==> src/verilog/ers_pkg.sv <==
/*
  Constants and carrier types for the enclosure request signalling front end.
  Assumes a single 125 MHz clock and a synchronous active-high reset.
*/
package ers_pkg;

  // ----------------------------------------------------------------
  // Timing
  // ----------------------------------------------------------------
  localparam int CLK_PERIOD_NS  = 8;
  localparam int SEL_SETTLE_NS  = 7000;
  localparam int SEL_SETTLE_CYC = (SEL_SETTLE_NS + CLK_PERIOD_NS - 1) / CLK_PERIOD_NS;
  localparam int CNT_W          = 10;

  // ----------------------------------------------------------------
  // Location identifier
  // ----------------------------------------------------------------
  localparam int         LOC_W       = 7;
  localparam logic [6:0] LOC_SOFT    = 7'h7f;
  localparam logic [6:0] LOC_FABRIC  = 7'h7e;
  localparam logic [6:0] LOC_RESET   = 7'h00;
  localparam int         WR_BIT      = 6;
  localparam int         RD_BIT      = 5;
  localparam int         NIB_W       = 4;

  // ----------------------------------------------------------------
  // Types
  // ----------------------------------------------------------------
  typedef enum logic [1:0] {
    ERS_REQ_LOC,
    ERS_REQ_LEGACY,
    ERS_REQ_READ,
    ERS_REQ_WRITE
  } ers_req_e;

  typedef struct packed {
    logic [6:0] loop_id;
    logic       soft_addr;
    logic       fabric_rsvd;
  } ers_loc_s;

  typedef struct packed {
    logic [6:0] o;
    logic [6:0] oe_n;
  } ers_sel_drv_s;

endpackage

==> src/verilog/ers_front.sv <==
/*
  Device-side enclosure request front end: drives the request line, samples
  location ID lines, and runs the nibble strobe phase of block transfers.
  Assumes the backplane pulls the request line high and answers on the ID pins.
*/
// Rules from the document
// Dash-named signals are active low; others active high.
// Receivers decode only the level, whether driven or pulled.
// Device drives the request line to ask for location ID lines.
// Same request line asks for legacy status or block read/write.
// The request output is always implemented.
// Backplane holds the request line negated until device drives it.
// On older backplane, asserting request returns legacy status lines.
// Discovery decides older versus bidirectional backplane and acts accordingly.
// Enclosure sends null status to devices failing discovery.
// Upper ID pins double as strobes, lower four as data; tri-state otherwise.
// ID lines valid within 7 us after request negation.
// Seven ID lines read as binary, high is one, line 6 is MSB.
// ID 127 means soft address; 126 is reserved for fabric.
module ers_front (
  input  wire logic                 clk,
  input  wire logic                 srst,
  input  wire logic                 ce,
  input  wire logic                 req_valid,
  input  wire ers_pkg::ers_req_e    req_kind,
  input  wire logic [3:0]           wr_nibble,
  output logic                      req_ready,
  output logic                      done,
  output logic [3:0]                rd_nibble,
  output logic                      legacy_bp_q,
  output ers_pkg::ers_loc_s         loc_q,
  output logic                      enclosure_request_n_o,
  output logic                      enclosure_request_n_oe_n,
  input  wire logic [6:0]           sel_i,
  output ers_pkg::ers_sel_drv_s     sel_drv
);

  typedef enum logic [1:0] {ST_IDLE, ST_ASSERT, ST_STROBE, ST_RELEASE} ers_st_e;

  // Two extra cycles cover the pin synchroniser
  localparam logic [ers_pkg::CNT_W-1:0] SETTLE_END =
    ers_pkg::CNT_W'(ers_pkg::SEL_SETTLE_CYC + 2);

  // ----------------------------------------------------------------
  // Pin synchronisers
  // ----------------------------------------------------------------
  logic [6:0] sel_m_q;
  logic [6:0] sel_s_q;
  logic       req_m_q;
  logic       req_s_q;

  always_ff @(posedge clk) begin
    if (srst) begin
      sel_m_q <= '0;
      sel_s_q <= '0;
      req_m_q <= 1'b1;
      req_s_q <= 1'b1;
    end else if (ce) begin
      sel_m_q <= sel_i;
      sel_s_q <= sel_m_q;
      req_m_q <= enclosure_request_n_o | enclosure_request_n_oe_n;
      req_s_q <= req_m_q;
    end
  end

  // ----------------------------------------------------------------
  // Sequencer
  // ----------------------------------------------------------------
  ers_st_e                              st_q;
  ers_pkg::ers_req_e                    kind_q;
  logic [ers_pkg::CNT_W-1:0]            cnt_q;
  logic [3:0]                           wdat_q;
  logic                                 drive_req;

  assign req_ready = (st_q == ST_IDLE);
  assign drive_req = (st_q == ST_ASSERT) || (st_q == ST_STROBE);

  always_ff @(posedge clk) begin
    if (srst) begin
      st_q   <= ST_IDLE;
      kind_q <= ers_pkg::ERS_REQ_LOC;
      cnt_q  <= '0;
      wdat_q <= '0;
    end else if (ce) begin
      unique case (st_q)
        ST_IDLE: begin
          if (req_valid) begin
            kind_q <= req_kind;
            wdat_q <= wr_nibble;
            cnt_q  <= '0;
            st_q   <= ST_ASSERT;
          end
        end
        ST_ASSERT: begin
          if (!req_s_q) begin
            st_q  <= (kind_q == ers_pkg::ERS_REQ_READ || kind_q == ers_pkg::ERS_REQ_WRITE)
                     && !legacy_bp_q ? ST_STROBE : ST_RELEASE;
            cnt_q <= '0;
          end
        end
        ST_STROBE: begin
          st_q  <= ST_RELEASE;
          cnt_q <= '0;
        end
        ST_RELEASE: begin
          if (cnt_q == SETTLE_END) begin
            st_q <= ST_IDLE;
          end else begin
            cnt_q <= cnt_q + 1'b1;
          end
        end
      endcase
    end
  end

  // ----------------------------------------------------------------
  // Request pin and shared ID pins
  // ----------------------------------------------------------------
  always_comb begin
    enclosure_request_n_o    = 1'b0;
    enclosure_request_n_oe_n = !drive_req;
    sel_drv.o                = '0;
    sel_drv.oe_n             = '1;
    if (st_q == ST_STROBE && !legacy_bp_q) begin
      if (kind_q == ers_pkg::ERS_REQ_WRITE) begin
        sel_drv.o[ers_pkg::WR_BIT]             = 1'b0;
        sel_drv.oe_n[ers_pkg::WR_BIT]          = 1'b0;
        sel_drv.o[ers_pkg::NIB_W-1:0]          = wdat_q;
        sel_drv.oe_n[ers_pkg::NIB_W-1:0]       = '0;
      end else begin
        sel_drv.o[ers_pkg::RD_BIT]             = 1'b0;
        sel_drv.oe_n[ers_pkg::RD_BIT]          = 1'b0;
      end
    end
  end

  // ----------------------------------------------------------------
  // Results
  // ----------------------------------------------------------------
  always_ff @(posedge clk) begin
    if (srst) begin
      done        <= 1'b0;
      rd_nibble   <= '0;
      legacy_bp_q <= 1'b0;
      loc_q       <= '{ers_pkg::LOC_RESET, 1'b0, 1'b0};
    end else if (ce) begin
      done <= (st_q == ST_RELEASE) &&
              (cnt_q == SETTLE_END);
      if (st_q == ST_STROBE && kind_q == ers_pkg::ERS_REQ_READ) begin
        rd_nibble <= sel_s_q[ers_pkg::NIB_W-1:0];
      end
      // Discovery: status lines read while the request is held low; a nibble
      // other than all ones marks an older backplane
      if (st_q == ST_ASSERT && !req_s_q && kind_q == ers_pkg::ERS_REQ_LEGACY) begin
        legacy_bp_q <= (sel_s_q[ers_pkg::NIB_W-1:0] != '1);
      end
      if (st_q == ST_RELEASE && cnt_q == SETTLE_END) begin
        if (kind_q == ers_pkg::ERS_REQ_LOC) begin
          loc_q.loop_id     <= sel_s_q;
          loc_q.soft_addr   <= (sel_s_q == ers_pkg::LOC_SOFT);
          loc_q.fabric_rsvd <= (sel_s_q == ers_pkg::LOC_FABRIC);
        end
      end
    end
  end
endmodule

==> config.mk <==
export PLATFORM = sky130hd
export DESIGN_NAME = ers_front
export DESIGN_NICKNAME = d
export VERILOG_FILES = /design/src/verilog/ers_pkg.sv /design/src/verilog/ers_front.sv
export SDC_FILE = /design/constraint.sdc
export NUM_CORES = 1
export LEC_CHECK = 0
export BUFFER_PORTS_ARGS = -buffer_cell sky130_fd_sc_hd__buf_2
export CAP_MARGIN = 20
export CELL_PAD_IN_SITES_DETAIL_PLACEMENT = 1
export CELL_PAD_IN_SITES_GLOBAL_PLACEMENT = 2
export CORE_MARGIN = 2
export CORE_UTILIZATION = 32
export DETAILED_ROUTE_END_ITERATION = 12
export PLACE_DENSITY = 0.86
export SYNTH_ARGS = -nofsm -noshare
export SYNTH_HDL_FRONTEND = slang
export SYNTH_SLANG_ARGS = --single-unit
export TNS_END_PERCENT = 50
==> constraint.sdc <==
create_clock -name clk -period 2.17 [get_ports clk]
set_clock_uncertainty 0.2 [all_clocks]
set_input_delay 0.1085 -clock clk [delete_from_list [all_inputs] [get_ports clk]]
set_output_delay 0.1085 -clock clk [all_outputs]
set_load 0.05 [all_outputs]
==> impl_metrics.json, run 1 <==
{
  "status": "finished, final reports clean",
  "dieWidth_um": 88.1,
  "power_frac_comb_pct": 14.6,
  "setup_ws_ns": 0.155,
  "netSwitchingFraction_pct": 28.7,
  "fmax_ghz": 0.496,
  "grt_pass1_wl_um": 9230,
  "cts.path.max_buffers": 2,
  "area_growth_pct": 25.5,
  "synth_commonest_cells": "49 x dfxtp_1, 38 x nor2_1, 34 x mux2i_1",
  "worst_pin_slew_ns": 0.623,
  "fin_area_sq_mm": 0.00284,
  "antenna_found_initial": 0,
  "ys.flop_type": "dfxtp_1",
  "netlist_top_cells_area": "dfxtp_1 43%, mux2i_1 15%, nor2_1 6.3%, ha_1 3.9%, buf_4 3.3%",
  "seq_power_share_pct": 53.4,
  "postSynthCellCount": 241,
  "drv_slew": 0,
  "cts_root_buffer": "clkbuf_8",
  "internal-power_w": 0.00126,
  "antenna_cells": 0,
  "clkTransAtPathRegs_ns": 0.10,
  "yosysWarnings": 0,
  "syn_area_sq_mm": 0.00226,
  "grtUsageTotal_pct": 14.9,
  "crit_path_frequent_cell": "inv_1",
  "slowest_delay_ns": 0.37,
  "row_count": 30,
  "cts_buffers": 5,
  "syn_area_per_cell_sq_um": 9.39,
  "nets": 322,
  "yosysMostFrequentCell": "dfxtp_1",
  "slew_headroom_pct": 58.2,
  "ios": 49,
  "place_area_sq_mm": 0.00259,
  "max_cap_violations": 0,
  "cp_max_fo": 5,
  "hold_violations": 0,
  "die_h_um": 88.1,
  "cts_tree": "built",
  "yosysSeqAreaShare_pct": 43.3,
  "grt_start_max_net_pins": 23,
  "synth_seq_cells": 49,
  "crit_chain": "inv_1, ha_1, nor3b_2, buf_4, inv_1, buf_2",
  "yosysTopAreaCell": "dfxtp_1",
  "post_route_cells_drive_above_1_share_pct": 23.1,
  "post-cts-setup-buffers": 0,
  "hold_path.class": "in -> reg",
  "pre_cts_ws_ns": 0.139,
  "arrival_ns": 1.71,
  "routabilityCongestion": 0.814,
  "first_global_vias": 1892,
  "wl_um": 5480,
  "critPathKind": "reg -> out",
  "ant_nets": 0,
  "finalCritPeriodShare_pct": 92.8,
  "power.density_mw_per_mm2": 622,
  "p_clk_share_pct": 32.1,
  "synth.distinct_cells": 41,
  "io_buffers": 43,
  "drt-vias-per-instance": 4.75,
  "p_leak_nw": 1.21,
  "drc": 0,
  "cp_top_family": "buffers and inverters",
  "clk-insertion-delay-late_ns": 0.30,
  "p_switching_w": 0.000507,
  "ir_worst_vdd_v": 0.000327,
  "drt_iter0_markers": 39,
  "gr-total-overflow": 0,
  "rsz0062_at_grt": "yes",
  "finalSetupViolations": 0,
  "critical_path.startpoint_type": "flip-flop",
  "synth-edff-count": 0,
  "drt-pass1-iter-count": 4,
  "initial_core_util_pct": 33.1,
  "die_area_sq_mm": 0.00776,
  "wl_per_cell_um": 13.9,
  "netlist.area_leader.share_pct": 43.3,
  "period_needed_ns": 2.01,
  "critPathBufInv": 4,
  "ys_async_sr_fraction_pct": 0,
  "vias": 1875,
  "required_ns": 1.86,
  "htreeDepth": 2,
  "core_sq_mm": 0.00683,
  "cts_sinks": 49,
  "place.detailed.hpwl_um": 3920,
  "crit_path_top_delay_cell": "dfxtp_1",
  "end_kind": "output pin"
}
-- registers in the layout (all words and copies together) (netlist names), 2 cells and up --
signal / count
st_q: 2
sel_s_q: 7
wdat_q: 4
cnt_q: 10
rd_nibble: 4
kind_q: 2
sel_m_q: 7
loc_q: 9
-- layout by cell type, fill, tap and decap left out, types with 3 or more instances in the layout --
| cell | count |
|---|---|
| inv_1 | 7 |
| and3_1 | 5 |
| and2_1 | 4 |
| nand3_1 | 9 |
| o31a_1 | 4 |
| a311oi_1 | 3 |
| nor2_1 | 38 |
| o21ai_0 | 3 |
| or3_1 | 3 |
| nand2b_1 | 5 |
| nand4_1 | 3 |
| dlygate4sd3_1 | 14 |
| o21ai_1 | 4 |
| mux2i_1 | 34 |
| ha_1 | 7 |
| buf_4 | 9 |
| clkbuf_4 | 4 |
| a21oi_1 | 5 |
| clkbuf_8 | 5 |
| conb_1 | 5 |
| a31oi_1 | 3 |
| dfxtp_1 | 49 |
| nor3_1 | 5 |
| nand2_1 | 7 |
| buf_2 | 39 |
-- path summary, 6_finish.rpt --
kind / slack, ns / start / depth (start not counted) / to
hold / removal: 0.07 / ce / 4 / cnt_q[9]
setup reg to reg: 0.21 / st_q[0] / 7 / cnt_q[6]
setup / recovery: 0.16 / st_q[0] / 6 / sel_drv[2]
hold reg to reg: 0.29 / wdat_q[1] / 2 / wdat_q[1]
-- logic make-up after synthesis --
logic type | Yosys count | synth area share (%)
AND/OR/NAND/NOR | 89 | 20.8
flip-flops | 49 | 43.3
multiplexers | 34 | 15.0
AO/OA/AOI/OAI | 32 | 10.2
buffers and inverters | 28 | 6.47
adder cells (fa/ha/maj) | 7 | 3.87
other | 2 | 0.332
-- worst register-to-register path, stage by stage (launching register included) --
cell and delay (ns):
dfxtp_1 0.37, inv_1 0.12, ha_1 0.25, nand2b_1 0.11
nand3_2 0.14, buf_4 0.18, o31a_1 0.28, a311oi_1 0.23
-- layout make-up --
class                      instances  area (sq um)
sequential                        49           981
clock buffer                       5          68.8
tap                               96           120
multi-input combinational        167          1160
fill                             816          3990
timing repair buffer              67           453
inverter                           8          30.0
clock inverter                     3          25.0
-- power by group through the flow --
| stage | Combinational, W | Sequential (W) | Clock (W) |
|---|---|---|---|
| 4_1_cts | 0.000258 | 0.000943 | 0.000593 |
| 6_report | 0.000258 | 0.000943 | 0.000567 |
| 2_1_floorplan | 0.000175 | 0.000959 | 0 |
| 5_1_grt | 0.000283 | 0.000947 | 0.000620 |
| 3_5_place_dp | 0.000238 | 0.000964 | 0 |
| 3_3_place_gp | 0.000232 | 0.000963 | 0 |
-- timing repair --
action	4_1_cts	5_1_grt
endpoints found under the setup margin	0	10
endpoints found under the hold margin	18	0
hold buffers	14	0
resized for setup	0	6
-- routing by layer --
metal	up-vias	share of wire [%]	GRT usage, %
met5	-	0	0
met1	897	47	19.2
met3	4	3.9	3.77
met4	0	0.62	2.48
li1	938	-	-
met2	36	48	25.5
-- stage by stage --
stage               hold WS, ns  setup TNS, ns  util [%]  std cells  power (W)
finish                   0.0663              0      41.6        395    0.00177
global route             0.0939       -0.00724      41.6        395    0.00185
CTS                       0.143              0      41.3        395    0.00179
detailed placement        0.148              0      37.9        373    0.00120
global placement          0.141              0      37.9        373    0.00119
floorplan                0.0524              0         -        244    0.00113
No activity file was read; power rests on OpenSTA's default activity.
==> inputs of run 2 (changes only) <==
--- a/config.mk
+++ b/config.mk
@@ -5,14 +5,16 @@
 export SDC_FILE = /design/constraint.sdc
 export NUM_CORES = 1
 export LEC_CHECK = 0
-export BUFFER_PORTS_ARGS = -buffer_cell sky130_fd_sc_hd__buf_2
 export CAP_MARGIN = 20
 export CELL_PAD_IN_SITES_DETAIL_PLACEMENT = 1
 export CELL_PAD_IN_SITES_GLOBAL_PLACEMENT = 2
 export CORE_MARGIN = 2
-export CORE_UTILIZATION = 32
+export CORE_UTILIZATION = 38
+export CTS_CLUSTER_DIAMETER = 60
 export DETAILED_ROUTE_END_ITERATION = 12
-export PLACE_DENSITY = 0.86
+export DONT_BUFFER_PORTS = 1
+export PLACE_DENSITY = 0.87
+export SLEW_MARGIN = 20
 export SYNTH_ARGS = -nofsm -noshare
 export SYNTH_HDL_FRONTEND = slang
 export SYNTH_SLANG_ARGS = --single-unit
==> run 2 against run 1 <==
Compared with the run above:
- core utilization increased by 3.5 points
- critical path depth up 1
- largest power group unchanged
- first-iteration DRC count grew 140%
- critical path type is now reg -> reg
==> impl_metrics.json, run 2 (synthesized netlist as in run 1, its figures left out) <==
{
  "fmax_ghz": 0.494,
  "drv_slew": 0,
  "max_cap_violations": 0,
  "drt-pass1-iter-count": 4,
  "grt_start_max_net_pins": 49,
  "p_leak_nw": 1.05,
  "reg2reg_slack_ns": 0.15,
  "cts_tree": "built",
  "hold_path.class": "in -> reg",
  "fin_area_sq_mm": 0.00264,
  "vias": 1761,
  "slowest_delay_ns": 0.41,
  "mostFrequentLayoutCell": "dfxtp_1",
  "routabilityCongestion": 0.785,
  "holdPathStages": 3,
  "r2r_end": "cnt_q[6]",
  "drc": 0,
  "initial_core_util_pct": 38.7,
  "cts_root_buffer": "clkbuf_8",
  "antenna_cells": 0,
  "power.density_mw_per_mm2": 660,
  "finalSetupViolations": 0,
  "final_cell_mix": "49 x dfxtp_1, 38 x nor2_1, 34 x mux2i_1",
  "crit_chain": "inv_1, ha_1, nand2_1, nand3_1, buf_4, o31a_1, a311oi_1",
  "antenna_found_initial": 0,
  "post_route_cells_drive_above_1_share_pct": 10.8,
  "tns_ns": 0,
  "drt-vias-per-instance": 5.26,
  "post-cts-setup-buffers": 0,
  "wl_met1_um": 2400,
  "dieWidth_um": 81.2,
  "ios": 49,
  "wl_met2_um": 2560,
  "grtUsageTotal_pct": 16.4,
  "whs_ns": 0.0448,
  "cts.path.max_buffers": 2,
  "period_needed_ns": 2.02,
  "end_kind": "flip-flop",
  "nets": 283,
  "ir_worst_vdd_v": 0.000349,
  "r2r-start": "st_q[1]",
  "clkTransAtPathRegs_ns": 0.10,
  "top_register": "cnt_q",
  "place_area_sq_mm": 0.00235,
  "drt_iter0_markers": 92,
  "crit_path_top_delay_cell": "dfxtp_1",
  "wl_per_cell_um": 15.5,
  "area_growth_pct": 16.5,
  "die_h_um": 81.2,
  "ant_nets": 0,
  "cp_max_fo": 12,
  "die_area_sq_mm": 0.00659,
  "io_buffers": 0,
  "wl_um": 5200,
  "largest_reg_flops": 10,
  "status": "finished, final reports clean",
  "first_global_vias": 1811,
  "core_sq_mm": 0.00585,
  "grt_pass1_wl_um": 8330,
  "hold_violations": 0,
  "worst_pin_slew_ns": 0.565,
  "cts_sinks": 49,
  "htreeDepth": 2,
  "place.detailed.hpwl_um": 3540,
  "row_count": 28,
  "arrival_ns": 2.04,
  "cts_buffers": 5,
  "rr_worst_depth": 7,
  "wl_met3_um": 201,
  "gr-total-overflow": 0,
  "rsz0062_at_grt": "no",
  "critical_path.startpoint_type": "flip-flop",
  "total_power_w": 0.00174,
  "finalCritPeriodShare_pct": 93.3,
  "highest_layer": "met4",
  "min_from": "ce",
  "cts_resized": 0,
  "reg.largest.list": "cnt_q x10, loc_q x9",
  "clk-insertion-delay-late_ns": 0.30,
  "slew_headroom_pct": 62.2,
  "required_ns": 2.19,
  "critPathKind": "reg -> reg",
  "hold_end": "rd_nibble[2]"
}
==> run 2: what timing repair did <==
action	CTS	global route
hold buffers	17	0
setup endpoints to repair	0	0
endpoints found under the hold margin	49	0
==> run 2: worst max-delay path by stage <==
| stage | startpoint | cells past startpoint | end |
|---|---|---|---|
| floorplan | st_q[0] | 7 | cnt_q[2] |
| global placement | st_q[1] | 6 | loc_q[0] |
| detailed placement | st_q[1] | 7 | cnt_q[6] |
| CTS | st_q[1] | 7 | cnt_q[6] |
| global route | st_q[0] | 7 | cnt_q[8] |
| finish | st_q[1] | 7 | cnt_q[6] |
==> run 2: power breakdown <==
group	internal, W	total, W	switching (W)
Sequential	0.000924	0.000945	0.0000209
Combinational	0.0000841	0.000231	0.000147
Clock	0.000235	0.000565	0.000329
==> run 2: layer usage <==
metal	up-vias	global-route usage (%)
met2	38	28.3
met5	-	0
met4	0	4.75
met3	4	3.89
met1	852	20.2
li1	867	-
==> run 2: through the flow <==
step                utilization, %  cells  setup WS (ns)
floorplan                        -    244         0.0440
global placement              40.2    310          0.235
detailed placement            40.2    310          0.179
CTS                           45.1    335          0.138
global route                  45.1    335         0.0192
finish                        45.1    335          0.146
==> run 2: critical path: cells and delay by family (launching register included) <==
kind / cells / cell delay [ns]
buf+inv: 2 / 0.33
fa+ha+maj: 1 / 0.23
flops: 1 / 0.41
simple gates: 2 / 0.24
compound gates: 2 / 0.53
==> run 2: area by class of cell <==
| class | instances | area (sq um) |
|---|---|---|
| clock buffers | 5 | 68.8 |
| inverters | 8 | 30.0 |
| fillers | 673 | 3210 |
| clock inverters | 3 | 25.0 |
| well taps | 75 | 93.8 |
| flip-flops and latches | 49 | 981 |
| multi-input cells | 167 | 1150 |
| repair buffers | 28 | 285 |
==> inputs of run 3 (changes only) <==
--- a/config.mk
+++ b/config.mk
@@ -9,11 +9,12 @@
 export CELL_PAD_IN_SITES_DETAIL_PLACEMENT = 1
 export CELL_PAD_IN_SITES_GLOBAL_PLACEMENT = 2
 export CORE_MARGIN = 2
-export CORE_UTILIZATION = 38
+export CORE_UTILIZATION = 35
 export CTS_CLUSTER_DIAMETER = 60
 export DETAILED_ROUTE_END_ITERATION = 12
 export DONT_BUFFER_PORTS = 1
-export PLACE_DENSITY = 0.87
+export GPL_ROUTABILITY_DRIVEN = 1
+export PLACE_DENSITY = 0.82
 export SLEW_MARGIN = 20
 export SYNTH_ARGS = -nofsm -noshare
 export SYNTH_HDL_FRONTEND = slang
==> constraint.sdc (replaced) <==
create_clock -name clk -period 2.3 [get_ports clk]
set_clock_uncertainty 0.2 [all_clocks]
set_input_delay 0.115 -clock clk [delete_from_list [all_inputs] [get_ports clk]]
set_output_delay 0.115 -clock clk [all_outputs]
set_load 0.05 [all_outputs]
==> run 3 against run 2 <==
Compared with the run above:
- critical path depth fell by 2
- routed wire length rose by 5.9%
- core utilization down 1.9 points
- sequential power fell by 5.6%
- combinational power is 2% lower
- hold slack got worse by 0.0042 ns
==> impl_metrics.json, run 3 (synthesized netlist as in run 1, its figures left out) <==
{
  "required_ns": 1.99,
  "htreeDepth": 2,
  "max_cap_violations": 0,
  "clkTransAtPathRegs_ns": 0.10,
  "drv_slew": 0,
  "fill_cells": 719,
  "whs_ns": 0.0406,
  "ios": 49,
  "routabilityCongestion": 0.825,
  "reg2reg_slack_ns": 0.23,
  "initial_core_util_pct": 35.9,
  "die_h_um": 84.4,
  "antenna_found_initial": 0,
  "drt-pass1-iter-count": 4,
  "cts_sinks": 49,
  "first_global_vias": 1889,
  "period_needed_ns": 2.08,
  "row_count": 29,
  "ant_nets": 0,
  "arrival_ns": 1.76,
  "final_cell_mix": "49 x dfxtp_1, 38 x nor2_1, 34 x mux2i_1",
  "p_leak_nw": 1.09,
  "rsz0062_at_grt": "no",
  "grt_start_max_net_pins": 49,
  "cp_top_family": "buffers and inverters",
  "slew_headroom_pct": 39.2,
  "rr_worst_depth": 7,
  "antenna_cells": 0,
  "post_route_cells_drive_above_1_share_pct": 10.5,
  "fmax_ghz": 0.482,
  "place.detailed.hpwl_um": 3580,
  "hold_violations": 0,
  "core_sq_mm": 0.00631,
  "critPathKind": "reg -> out",
  "gr-total-overflow": 0,
  "area_growth_pct": 20.3,
  "worst_pin_slew_ns": 0.909,
  "drc": 0,
  "drt-vias-per-instance": 5.22,
  "wl_um": 5510,
  "reg.largest.list": "cnt_q x10, loc_q x9",
  "critical_path.startpoint_type": "flip-flop",
  "end_kind": "output pin",
  "endpoint": "sel_drv[0]",
  "power.density_mw_per_mm2": 645,
  "dieWidth_um": 84.4,
  "largest_reg_flops": 10,
  "cts.path.max_buffers": 2,
  "cts_tree": "built",
  "die_area_sq_mm": 0.00713,
  "nets": 290,
  "cp.depth": 5,
  "wl_per_cell_um": 16.0,
  "post-cts-setup-buffers": 0,
  "finalSetupViolations": 0,
  "top_register": "cnt_q",
  "cts_buffers": 5,
  "crit_path_top_delay_cell": "dfxtp_1",
  "finalCritPeriodShare_pct": 90.3,
  "cts_root_buffer": "clkbuf_8",
  "mostFrequentLayoutCell": "dfxtp_1",
  "vias": 1796,
  "grtUsageTotal_pct": 16.3,
  "cp_max_fo": 5,
  "grt_pass1_wl_um": 9490,
  "status": "finished, final reports clean",
  "hold_path.class": "in -> reg",
  "drt_iter0_markers": 92,
  "crit_chain": "inv_1, ha_1, nor3b_2, inv_2, buf_12",
  "tns_ns": 0,
  "critPathLaunch": "st_q[0]",
  "ir_worst_vdd_v": 0.000404,
  "utilization_pct": 43.1,
  "clk-insertion-delay-late_ns": 0.31,
  "r2r_end": "cnt_q[0]",
  "critPathBufInv": 3,
  "slowest_delay_ns": 0.38,
  "io_buffers": 0,
  "r2r-start": "st_q[1]"
}
==> run 3: layout make-up <==
cell class	instances	area [sq um]	share of cell area [%]
Timing Repair Buffer	35	345	12.7
Tap cell	77	96.3	3.54
Clock inverter	3	43.8	1.61
Sequential cell	49	981	36.0
Inverter	8	30.0	1.10
Clock buffer	5	68.8	2.53
Multi-Input combinational cell	167	1160	42.5
==> run 3: repair_timing <==
item / 4_1_cts / 5_1_grt
hold buffers: 24 / 0
setup endpoints to repair: 0 / 8
gates resized for setup: 0 / 1
endpoints found under the hold margin: 49 / 0
==> run 3: worst min path at each step <==
stage	start	endpoint	slack [ns]	cells past startpoint
after floorplan	req_kind[0]	kind_q[0]	0.06	2
after global placement	srst	cnt_q[0]	-0.009	1
after detailed placement	srst	st_q[0]	-0.006	1
after CTS	ce	cnt_q[5]	0.04	3
after global routing	ce	cnt_q[5]	0.09	3
final	ce	rd_nibble[3]	0.04	3
==> run 3: through the flow <==
step / setup slack, ns / cells / total power, W / area [sq um]
floorplan: 0.174 / 244 / 0.00107 / 2270
global placement: 0.319 / 312 / 0.00108 / 2360
detailed placement: 0.275 / 312 / 0.00108 / 2360
CTS: 0.132 / 344 / 0.00177 / 2720
global route: 0.0429 / 344 / 0.00183 / 2720
finish: 0.224 / 344 / 0.00176 / 2720
==> run 3: tightest hold or removal path: cells and delay by family <==
family	cells	cell delay, ns
AND/OR/NAND/NOR	2	0.29
multiplexers	1	0.11
==> run 3: power breakdown <==
| group | total (W) | internal [W] | switching (W) |
|---|---|---|---|
| clock network | 0.000639 | 0.000327 | 0.000313 |
| logic | 0.000227 | 0.0000879 | 0.000139 |
| registers | 0.000892 | 0.000872 | 0.0000197 |
==> run 3: routing by layer <==
layer	up-vias	track usage [%]	share of wire, %	wire [um]
li1	881	-	-	-
met1	876	22.3	47	2610
met2	34	26.2	47	2600
met3	5	4.13	4.3	239
met4	0	3.90	0.94	52
met5	-	0	0	0
